`config.mk`:
```
export PLATFORM = sky130hd
export DESIGN_NAME = direct_mode_control
export DESIGN_NICKNAME = d
export VERILOG_FILES = /design/src/pkg/direct_mode_pkg.sv /design/src/hw/direct_mode_control.sv
export SDC_FILE = /design/constraint.sdc
export NUM_CORES = 1
export LEC_CHECK = 0
export ABC_AREA = 0
export BUFFER_PORTS_ARGS = -buffer_cell sky130_fd_sc_hd__buf_2
export CAP_MARGIN = 15
export CORE_ASPECT_RATIO = 1.2
export CORE_MARGIN = 2
export CORE_UTILIZATION = 35
export DETAILED_ROUTE_END_ITERATION = 8
export PLACE_DENSITY_LB_ADDON = 0.05
export RECOVER_POWER = 50
export SYNTH_ARGS = -nofsm -noshare
export SYNTH_HDL_FRONTEND = slang
export SYNTH_SLANG_ARGS = --single-unit
```
`constraint.sdc`:
```
create_clock -name clk_i -period 4.2 [get_ports clk_i]
set_clock_uncertainty 0.2 [all_clocks]
set_input_delay 0.84 -clock clk_i [delete_from_list [all_inputs] [get_ports clk_i]]
set_output_delay 0.84 -clock clk_i [all_outputs]
set_load 0.01 [all_outputs]
```
`src/pkg/direct_mode_pkg.sv`:
```
package direct_mode_pkg;

   localparam int CLK_PERIOD_PS = 5000;

   // register offsets
   localparam logic [7:0] CHIP_STATUS_CONTROL_ADDR   = 8'h00;
   localparam logic [7:0] RX_SPECIAL_SETTING_TWO_ADDR = 8'h0A;
   localparam logic [7:0] REGULATOR_IO_CONTROL_ADDR  = 8'h0B;
   localparam logic [7:0] MODULATOR_CONTROL_ADDR     = 8'h15;
   localparam logic [7:0] MODULATOR_SHAPE_ADDR       = 8'h16;
   localparam logic [7:0] MODULATOR_ROUTING_ADDR     = 8'h17;

   // reset values
   localparam logic [7:0] CHIP_STATUS_CONTROL_RST    = 8'h00;
   localparam logic [7:0] RX_SPECIAL_SETTING_TWO_RST = 8'h00;
   localparam logic [7:0] REGULATOR_IO_CONTROL_RST   = 8'h00;
   localparam logic [7:0] MODULATOR_CONTROL_RST      = 8'h00;
   localparam logic [7:0] MODULATOR_SHAPE_RST        = 8'h00;
   localparam logic [7:0] MODULATOR_ROUTING_RST      = 8'h00;

   // chip_status_control
   localparam int DIRECT_BIT       = 6;
   // rx_special_setting_two
   localparam int IR_ATTEN_BIT     = 0;
   localparam int IR_LOW_SUPPLY_BIT = 1;
   localparam int SINGLE_MIX_BIT   = 7;
   // regulator_io_control
   localparam int LP_ENABLE_LSB    = 0;
   localparam int PA_ENABLE_LSB    = 2;
   localparam int PA_DIFF_BIT      = 4;
   // modulator_control
   localparam int MOD_DEPTH_LSB    = 0;
   localparam int PHASE_REV_BIT    = 6;
   localparam int ON_OFF_DELIM_BIT = 7;
   // modulator_shape
   localparam int TX_LEVEL_LSB     = 0;
   localparam int LIN_SHAPE_BIT    = 5;
   localparam int ASK_RATE_LSB     = 6;
   // modulator_routing
   localparam int LPF_ENABLE_BIT   = 0;
   localparam int EXT_SHAPE_BIT    = 1;
   localparam int AUX_MOD_BIT      = 2;
   localparam int MAIN_MOD_BIT     = 3;

   localparam logic [5:0] DEPTH_MIN  = 6'h01;
   localparam logic [5:0] DEPTH_FULL = 6'h3F;

   // delimiter / first zero timing
   localparam int DELIM_MIN_PS  = 9600000;
   localparam int DELIM_STEP_PS = 100000;
   localparam int DELIM_MIN_CYC  = (DELIM_MIN_PS + CLK_PERIOD_PS - 1) / CLK_PERIOD_PS;
   localparam int DELIM_STEP_CYC = DELIM_STEP_PS / CLK_PERIOD_PS;

   typedef enum logic [1:0] {
      MODE_NORMAL,
      MODE_ARMED,
      MODE_DIRECT
   } link_mode_type;

endpackage

```
`src/hw/direct_mode_control.sv`:
```
// Function
// - parallel port: writing direct bit high enters direct mode at once.
// - host omits stop after enabling write; a stop condition ends parallel direct mode.
// - in direct mode the modulation and rx enable pins (and in SPI the serial out pin) become direct signals; no register traffic except the SPI exit write to 00.
// - after the terminating stop, normal register access resumes.
// - SPI: direct bit written, then chip select rising enters direct mode.
// - SPI: exit only by chip select low and writing register 00 direct low.
// - SPI direct mode: no reads; serial out carries receive data.
// - direct mode: RF level follows the modulation input pin.
// - external shaping only when its bit is set and direct mode active.
// - ASK depth from 6-bit field, 01 to 3F; separate 5-bit level.
// - phase reversal select turns depth field into 9.6 to 15.9 us delimiter.
// - linear or sinusoidal shape, 2-bit rate trim, optional low-pass filter.
// - on-off delimiter bit: full depth, depth field sets delimiter length.
// - routing bits pick modulated outputs; others enabled carry plain carrier.
// - register 0B: low-power enable/current, PA enable, differential PA.
// - register 0A: attenuator widens mixer range; low-supply operating point.
// - differential mixer input unless single-ended select bit is set.
`timescale 1ns/1ps
module direct_mode_control
   import direct_mode_pkg::*;
#(
   parameter int DELIM_W = 12
) (
   input  wire logic               clk_i,
   input  wire logic               reset_i,
   input  wire logic               spi_mode_i,
   input  wire logic               wr_i,
   input  wire logic [7:0]         wr_addr_i,
   input  wire logic [7:0]         wr_data_i,
   input  wire logic               rd_i,
   input  wire logic [7:0]         rd_addr_i,
   output logic                    rd_valid_o,
   output logic [7:0]              rd_data_o,
   input  wire logic               stop_i,
   input  wire logic               chip_select_pin_i,
   input  wire logic               rx_enable_pin_i,
   input  wire logic               modulation_input_pin_i,
   input  wire logic               spi_miso_i,
   input  wire logic               rx_direct_data_i,
   input  wire logic               coder_mod_i,
   input  wire logic               coder_rx_enable_i,
   output logic                    serial_out_direct_pin_o,
   output logic                    serial_out_direct_pin_oe_o,
   output logic                    direct_active_o,
   output logic                    rf_level_high_o,
   output logic                    rx_enable_o,
   output logic                    ext_shaping_o,
   output logic                    phase_reversal_o,
   output logic [5:0]              ask_depth_o,
   output logic [DELIM_W-1:0]      delimiter_cycles_o,
   output logic                    delimiter_timed_o,
   output logic [4:0]              tx_level_o,
   output logic                    linear_shape_o,
   output logic [1:0]              ask_rate_o,
   output logic                    lpf_enable_o,
   output logic                    aux_enable_o,
   output logic                    aux_modulated_o,
   output logic                    main_enable_o,
   output logic                    main_modulated_o,
   output logic [1:0]              lp_current_o,
   output logic [1:0]              pa_enable_o,
   output logic                    pa_differential_o,
   output logic                    mixer_attenuator_o,
   output logic                    mixer_low_supply_o,
   output logic                    mixer_single_ended_o
);

   localparam int DELIM_MAX_CYC = DELIM_MIN_CYC + int'(DEPTH_FULL) * DELIM_STEP_CYC;

   // refused at elaboration: a narrow count would wrap long delimiters short
   if (DELIM_MAX_CYC >= (1 << DELIM_W)) begin
      $error("DELIM_W too narrow for delimiter timing");
   end

   typedef struct packed {
      link_mode_type           mode;
      logic                    cs_prev;
      logic                    cs_fell;
      logic [7:0]              chip_status_control;
      logic [7:0]              rx_special_setting_two;
      logic [7:0]              regulator_io_control;
      logic [7:0]              modulator_control;
      logic [7:0]              modulator_shape;
      logic [7:0]              modulator_routing;
      logic                    rd_valid;
      logic [7:0]              rd_data;
      logic                    rf_level;
      logic                    rx_enable;
      logic                    serial_out;
      logic [5:0]              ask_depth;
      logic [DELIM_W-1:0]      delim_cycles;
   } state_type;

   state_type state_reg;
   state_type state_next;

   logic       direct;
   logic       cs_rise;
   logic       wr_chip;
   logic [5:0] depth_field;
   logic       timed_delim;

   assign direct      = (state_reg.mode == MODE_DIRECT);
   assign cs_rise     = chip_select_pin_i & ~state_reg.cs_prev;
   assign wr_chip     = wr_i && (wr_addr_i == CHIP_STATUS_CONTROL_ADDR);
   assign depth_field = state_reg.modulator_control[MOD_DEPTH_LSB +: 6];
   assign timed_delim = state_reg.modulator_control[PHASE_REV_BIT]
                        | state_reg.modulator_control[ON_OFF_DELIM_BIT];

   always_comb begin
      state_next = state_reg;
      state_next.cs_prev = chip_select_pin_i;
      state_next.rd_valid = 1'b0;

      // register writes: refused in direct mode except the SPI exit write
      if (wr_i && !direct) begin
         unique case (wr_addr_i)
            CHIP_STATUS_CONTROL_ADDR: begin
               state_next.chip_status_control = wr_data_i;
            end
            RX_SPECIAL_SETTING_TWO_ADDR: begin
               state_next.rx_special_setting_two = wr_data_i;
            end
            REGULATOR_IO_CONTROL_ADDR: begin
               state_next.regulator_io_control = wr_data_i;
            end
            MODULATOR_CONTROL_ADDR: begin
               state_next.modulator_control = wr_data_i;
            end
            MODULATOR_SHAPE_ADDR: begin
               state_next.modulator_shape = wr_data_i;
            end
            MODULATOR_ROUTING_ADDR: begin
               state_next.modulator_routing = wr_data_i;
            end
            default: ;
         endcase
      end

      // reads answered one cycle later; none while the pins are repurposed
      if (rd_i && !direct) begin
         state_next.rd_valid = 1'b1;
         unique case (rd_addr_i)
            CHIP_STATUS_CONTROL_ADDR: begin
               state_next.rd_data = state_reg.chip_status_control;
            end
            RX_SPECIAL_SETTING_TWO_ADDR: begin
               state_next.rd_data = state_reg.rx_special_setting_two;
            end
            REGULATOR_IO_CONTROL_ADDR: begin
               state_next.rd_data = state_reg.regulator_io_control;
            end
            MODULATOR_CONTROL_ADDR: begin
               state_next.rd_data = state_reg.modulator_control;
            end
            MODULATOR_SHAPE_ADDR: begin
               state_next.rd_data = state_reg.modulator_shape;
            end
            MODULATOR_ROUTING_ADDR: begin
               state_next.rd_data = state_reg.modulator_routing;
            end
            // unmapped offsets read as zero rather than stale data
            default: begin
               state_next.rd_data = 8'h00;
            end
         endcase
      end

      unique case (state_reg.mode)
         MODE_NORMAL: begin
            if (wr_chip && wr_data_i[DIRECT_BIT]) begin
               // parallel takes effect now; SPI waits for the chip select rise
               if (spi_mode_i) begin
                  state_next.mode = MODE_ARMED;
               end else begin
                  state_next.mode = MODE_DIRECT;
               end
            end
         end
         MODE_ARMED: begin
            if (wr_chip && !wr_data_i[DIRECT_BIT]) begin
               state_next.mode = MODE_NORMAL;
            end else if (cs_rise) begin
               state_next.mode = MODE_DIRECT;
               state_next.cs_fell = 1'b0;
            end
         end
         MODE_DIRECT: begin
            if (!spi_mode_i) begin
               if (stop_i) begin
                  state_next.mode = MODE_NORMAL;
                  state_next.chip_status_control[DIRECT_BIT] = 1'b0;
               end
            end else begin
               if (!chip_select_pin_i) begin
                  state_next.cs_fell = 1'b1;
               end
               // only register 00 may be written, and only after select dropped
               if (state_reg.cs_fell && wr_chip && !wr_data_i[DIRECT_BIT]) begin
                  state_next.mode = MODE_NORMAL;
                  state_next.chip_status_control = wr_data_i;
                  state_next.cs_fell = 1'b0;
               end
            end
         end
      endcase

      // pins repurposed for the direct signals
      state_next.rf_level  = direct ? modulation_input_pin_i : coder_mod_i;
      state_next.rx_enable = direct ? rx_enable_pin_i : coder_rx_enable_i;
      state_next.serial_out = (direct && spi_mode_i) ? rx_direct_data_i : spi_miso_i;

      // depth: 00 is not a legal ASK depth, so it is raised to the smallest step
      if (state_reg.modulator_control[ON_OFF_DELIM_BIT]) begin
         state_next.ask_depth = DEPTH_FULL;
      end else if (depth_field < DEPTH_MIN) begin
         state_next.ask_depth = DEPTH_MIN;
      end else begin
         state_next.ask_depth = depth_field;
      end

      // 0.1 us per code step from 9.6 us
      state_next.delim_cycles = DELIM_W'(DELIM_MIN_CYC)
                                + DELIM_W'(depth_field) * DELIM_W'(DELIM_STEP_CYC);
   end

   always_ff @(posedge clk_i) begin
      if (reset_i) begin
         state_reg.mode                   <= MODE_NORMAL;
         state_reg.cs_prev                <= 1'b1;
         state_reg.cs_fell                <= 1'b0;
         state_reg.chip_status_control    <= CHIP_STATUS_CONTROL_RST;
         state_reg.rx_special_setting_two <= RX_SPECIAL_SETTING_TWO_RST;
         state_reg.regulator_io_control   <= REGULATOR_IO_CONTROL_RST;
         state_reg.modulator_control      <= MODULATOR_CONTROL_RST;
         state_reg.modulator_shape        <= MODULATOR_SHAPE_RST;
         state_reg.modulator_routing      <= MODULATOR_ROUTING_RST;
         state_reg.rd_valid               <= 1'b0;
         state_reg.rd_data                <= 8'h00;
         state_reg.rf_level               <= 1'b0;
         state_reg.rx_enable              <= 1'b0;
         state_reg.serial_out             <= 1'b0;
         state_reg.ask_depth              <= DEPTH_MIN;
         state_reg.delim_cycles           <= DELIM_W'(DELIM_MIN_CYC);
      end else begin
         state_reg <= state_next;
      end
   end

   assign rd_valid_o                 = state_reg.rd_valid;
   assign rd_data_o                  = state_reg.rd_data;
   assign serial_out_direct_pin_o    = state_reg.serial_out;
   // parallel direct mode releases this pin as the serial line is unused there
   assign serial_out_direct_pin_oe_o = spi_mode_i;
   assign direct_active_o            = direct;
   assign rf_level_high_o            = state_reg.rf_level;
   assign rx_enable_o                = state_reg.rx_enable;

   assign ext_shaping_o    = state_reg.modulator_routing[EXT_SHAPE_BIT] & direct;
   assign phase_reversal_o = state_reg.modulator_control[PHASE_REV_BIT];
   assign ask_depth_o      = state_reg.ask_depth;
   assign delimiter_cycles_o = state_reg.delim_cycles;
   assign delimiter_timed_o  = timed_delim;
   assign tx_level_o       = state_reg.modulator_shape[TX_LEVEL_LSB +: 5];
   assign linear_shape_o   = state_reg.modulator_shape[LIN_SHAPE_BIT];
   assign ask_rate_o       = state_reg.modulator_shape[ASK_RATE_LSB +: 2];
   assign lpf_enable_o     = state_reg.modulator_routing[LPF_ENABLE_BIT];

   // enabled but unrouted outputs carry unmodulated carrier
   assign aux_enable_o     = |state_reg.regulator_io_control[LP_ENABLE_LSB +: 2];
   assign main_enable_o    = |state_reg.regulator_io_control[PA_ENABLE_LSB +: 2];
   assign aux_modulated_o  = aux_enable_o
                             & state_reg.modulator_routing[AUX_MOD_BIT];
   assign main_modulated_o = main_enable_o
                             & state_reg.modulator_routing[MAIN_MOD_BIT];
   assign lp_current_o      = state_reg.regulator_io_control[LP_ENABLE_LSB +: 2];
   assign pa_enable_o       = state_reg.regulator_io_control[PA_ENABLE_LSB +: 2];
   assign pa_differential_o = state_reg.regulator_io_control[PA_DIFF_BIT];

   assign mixer_attenuator_o   = state_reg.rx_special_setting_two[IR_ATTEN_BIT];
   assign mixer_low_supply_o   = state_reg.rx_special_setting_two[IR_LOW_SUPPLY_BIT];
   assign mixer_single_ended_o = state_reg.rx_special_setting_two[SINGLE_MIX_BIT];

endmodule

```
Word level (Yosys, flattened, before mapping). Cells that the tools add are included.

Register bits: 82. Logic and storage cells: 102.

$add $sub $neg: 1. Multipliers: 1. $lt $le $gt $ge: 1. Equality and inequality tests: 20. Muxes and demuxes: 32. Bitwise logic cells: 6. Reduce and logical (&&, ||, !) cells: 24.

Operators with widths (count): $mux 8 (7); $eq 8x5->1 const B (6); $mux 48 (1); $pmux 8 s6 (1); $eq 8x4->1 const B (4); $mux 6 (3); $mux 9 (2); $logic_not 8->1 (2); $mux 2 (8); $add 11x11->12 const A (1); $reduce_and 2->1 (5); $mul 6x3->9 const B (1); $logic_and 1x1->1 (8); $mux 1 (8); $ne 2x2->1 const B (4); $lt 6x1->1 const B (1); $ne 3x2->1 const B (2); $ne 3x3->1 const B (2); $pmux 2 s3 (1); $reduce_and 5->1 (1); $and 1x1->1 (4); $reduce_and 4->1 (1); $reduce_or 2->1 (2); $reduce_or 3->1 (1); other kinds (8) (9).

Depth between registers and ports, before layout.
Depth in word-level cells: 7. Gate-level depth with buffers: 8. Mapped depth without buffers: 8.

Least setup slack after synthesis. No wires, ideal clock.

Kind: input to register. Start point: in wr_addr_i[5]. End point: reg state_reg[70] in the netlist's numbering. Library setup time: 0.128 ns. Data arrival time: 2.170 ns. Required time: 3.872 ns. Path slack: 1.702 ns. Stages on the path: 6. Path buffers: 1. Cell sequence: or4_1 nor3_2 and2_1 buf_4 mux2i_1 nor2_1.

Word-level cells in the longest chain between the ends: 7.

Ends and longest elaborated chain: start, declared (RTL line direct_mode_control.sv:29) `input wire logic [7:0] wr_addr_i,`; $logic_not 8->1 * (RTL line direct_mode_control.sv:106, direct_mode_control.sv:118); $logic_and 1x1->1 (RTL line direct_mode_control.sv:106) `assign wr_chip = wr_i && (wr_addr_i == CHIP_STATUS_CONTROL_ADDR);`; $logic_and 1x1->1 (2 in a row) (RTL line direct_mode_control.sv:200) `if (state_reg.cs_fell && wr_chip && !wr_data_i[DIRECT_BIT]) begin`; $mux 9 (RTL line direct_mode_control.sv:200); $mux 6 (RTL line direct_mode_control.sv:190) `if (!spi_mode_i) begin`; $mux 8 * (RTL line direct_mode_control.sv:170) `unique case (state_reg.mode)`; end signal, assigned (RTL line direct_mode_control.sv:247) `state_reg <= state_next;`; end, declared (RTL line direct_mode_control.sv:95) `state_type state_reg;`.

Mark *: on every way between the ends. The rest lies on a longest branch, timed or not. A chain may end at the register's enable or synchronous reset.

Worst setup path in the final report.
Start point: in reset_i. End point: reg state_reg (netlist bit rd_data_o[3]).

RTL lines: start, declared (RTL line direct_mode_control.sv:26) `input wire logic reset_i,`.

No word-level cell between the ends.

==> impl_metrics.csv <==
group,metric,value,unit
status,status,"finished, violations left",
status,failed_checks,"capacitance limit, slew limit",
timing,worst_slew_pin_slew,2220,ps
global_routing,grt-ovfl-total,0,
die,dieArea,12400,µm²
global_routing,grt_pass1_vias,2916,
die,start_util,0.361,
critical_path,start_kind,"input pin",
cts,cts.sinks,80,
finish,multiInputGateArea,2010,µm²
power,p_per_area,385,nW/µm²
critical_path,endpoint_kind,"register",
finish,layout-drive-gt1-share,0.181,
finish,fillers,1181,
critical_path,path_cells,"clkbuf_1 > buf_4 > nor2_1",
finish,nNetsFinal,530,
synthesis,synth-edff-count,0,
power,swShare,0.230,
power,pwr-share-clk,0.481,
synthesis,avgSynthCellArea,9.25,µm²
finish,diodes,0,
cts,clk_latency,330,ps
finish,area.sequential,1600,µm²
die,die_w,102,µm
route,wirelength,10.1,mm
finish,area_delta_synth_final,14.0,%
power,ir_drop,0.000200,V
timing,fmax,0.325,GHz
finish,largest_reg_flops,28,
place,globalplace.congestion,0.810,
critical_path,cp_slowest_stage_delay,1540,ps
route,drtAntennaViolNets,0,
synthesis,synth-xor-area-share,0.00871,
timing,setup_violations,0,
run,max_cap_viol_count,1,
route,viasPerCell,4.80,
route,drtIter0Drc,123,
cts,cts-root-buf,"clkbuf_16",
place,hpwlAfterDp,7.32,mm
critical_path,worstPathArrival,3080,ps
place,port_buffers,90,
power,power_frac_seq,0.440,
cts,cts_tree,"yes",
power,p_switching,407,µW
power,leakage,0.00184,µW
timing,tns,0,ps
die,core_area,11100,µm²
cts,numCtsBuffers,9,
critical_path,cp_max_fo,51,
synthesis,yosysSeqAreaShare,0.398,
timing,min_period,3070,ps
critical_path,path_buf_inv,2,
timing,fin_crit_sh,0.732,
timing,hold_violations,0,
synthesis,syn_area,4020,µm²
cts,post_cts_buffers,0,
cts,cts_hold_buf,0,
die,rows,42,
synthesis,synth_compound_area_frac,0.101,
synthesis,synth_top_family_by_area,"simple AND/OR/NAND/NOR gates",
global_routing,track_usage,0.166,
synthesis,ys_async_sr_fraction,0,
route,detail_route.wl_per_cell,15.7,µm
cts,cts.path.max_buffers,2,
synthesis,synth-seq-cells,80,
power,p_comb_frac,0.079,
timing,slew_violations,52,
die,die_h,121,µm
synthesis,synthSimpleGateAreaFrac,0.179,
place,placed_cell_area,4330,µm²
critical_path,path_delay_family,"buffers and inverters",
critical_path,worstSetupPathType,"in -> reg",
die,ioPinCount,93,
timing,relSlewSlack,-0.480,
cts,cts_resized,0,
synthesis,synth_mux_area_frac,0.166,
route,drc,0,
min_path,worstHoldPathType,"reg -> reg",
synthesis,netlist_instances,435,
synthesis,ys_types,52,
cts,cts-htree-levels,3,
route,vias,3068,
finish,final_cell_mix,"nor2_1 (80), dfxtp_1 (80), mux2i_1 (51), clkbuf_1 (51), buf_2 (40)",
global_routing,grt_pass1_wl,15.5,mm
route,dr.pass1.iters,4,
cts,path_clk_slew,60,ps
synthesis,synthAdderAreaFrac,0.0423,
power,p_int,1360,µW
global_routing,grt_max_degree,52,
global_routing,antenna_found_initial,0,
critical_path,cp_slowest_cell,"clkbuf_1",
critical_path,worstPathRequired,4210,ps
synthesis,ys.flop_type,"dfxtp_1",
timing,hold_slack,291,ps
finish,design_area,4590,µm²
synthesis,yosysWarningCount,0,
timing,grt_setup_unrepaired,"no",
-- metrics by stage --
stage | utilization | worst slack, ps | power (µW) | instances
4_1_cts | 0.417 | 1600 | 1790 | 639
2_1_floorplan | - | 1700 | 888 | 436
3_3_place_gp | 0.388 | 1350 | 938 | 623
5_1_grt | 0.412 | 872 | 1830 | 639
6_report | 0.412 | 1130 | 1770 | 639
3_5_place_dp | 0.388 | 1320 | 939 | 623
-- worst reg2reg max path: cells and delay by family, from the launching register on --
kind	cells	cell delay, ps
adder cells (fa/ha/maj)	3	970
XOR/XNOR	1	120
AO/OA/AOI/OAI	2	370
AND/OR/NAND/NOR	2	260
flip-flops	1	470
-- logic make-up (layout without fill, tap and decap cells) --
kind of cell / Yosys count / after routing
AOI/OAI and AO/OA: 60 / 60
xor gates and xnor gates: 4 / 4
adders and majority gates: 13 / 13
buffers and inverters: 71 / 120
DFF: 80 / 80
muxes: 65 / 65
other: 1 / 2
and+or+nand+nor: 141 / 141
-- layout make-up --
class	count	share of cell area
Multi-Input combinational cell	285	0.438
Sequential cell	80	0.349
Timing Repair Buffer	96	0.0944
Clock buffer	11	0.0529
Tap cell	154	0.0420
Clock inverter	5	0.0175
Inverter	8	0.00654
-- cells in the mapped netlist, types with 3 or more instances --
library cell,instances,area share
o21ai_0,15,0.019
nand2b_1,4,0.0062
nor2b_1,10,0.016
nand2_1,7,0.0065
nand3_1,4,0.0050
buf_4,39,0.073
nor3b_1,3,0.0056
clkbuf_1,19,0.018
mux2i_1,51,0.13
a21oi_1,6,0.0075
buf_2,4,0.0050
a32oi_1,6,0.013
a211oi_1,5,0.0093
or2_2,5,0.0078
o22ai_1,7,0.011
a22oi_1,8,0.015
nor2_1,80,0.075
mux2_2,14,0.039
and2_1,7,0.011
dfxtp_1,80,0.40
ha_1,12,0.037
nor3_1,3,0.0037
xnor2_1,4,0.0087
inv_1,8,0.0075
-- per-layer routing --
layer,track usage,part of all wire,vias to the layer above
li1,-,-,1549
met1,0.214,0.46,1426
met2,0.266,0.47,74
met3,0.0236,0.036,19
met4,0.0875,0.031,0
met5,0,0,-
-- final timing paths --
| kind | start | endpoint | slack (ps) | cells after the start |
|---|---|---|---|---|
| max | reset_i | rd_data_o[3] | 1130 | 3 |
| min | state_reg[37] | state_reg[37] | 290 | 2 |
| max reg2reg | depth_field[3] | delimiter_cycles_o[11] | 1620 | 8 |
| min reg2reg | state_reg[37] | state_reg[37] | 290 | 2 |
-- power groups by stage --
stage          combinational [µW]  sequential, µW  clock [µW]
2_1_floorplan                92.9             795           0
3_3_place_gp                  144             794           0
5_1_grt                       154             779         899
4_1_cts                       145             778         872
3_5_place_dp                  145             794           0
6_report                      139             778         849
No activity file was read; power rests on OpenSTA's default activity.
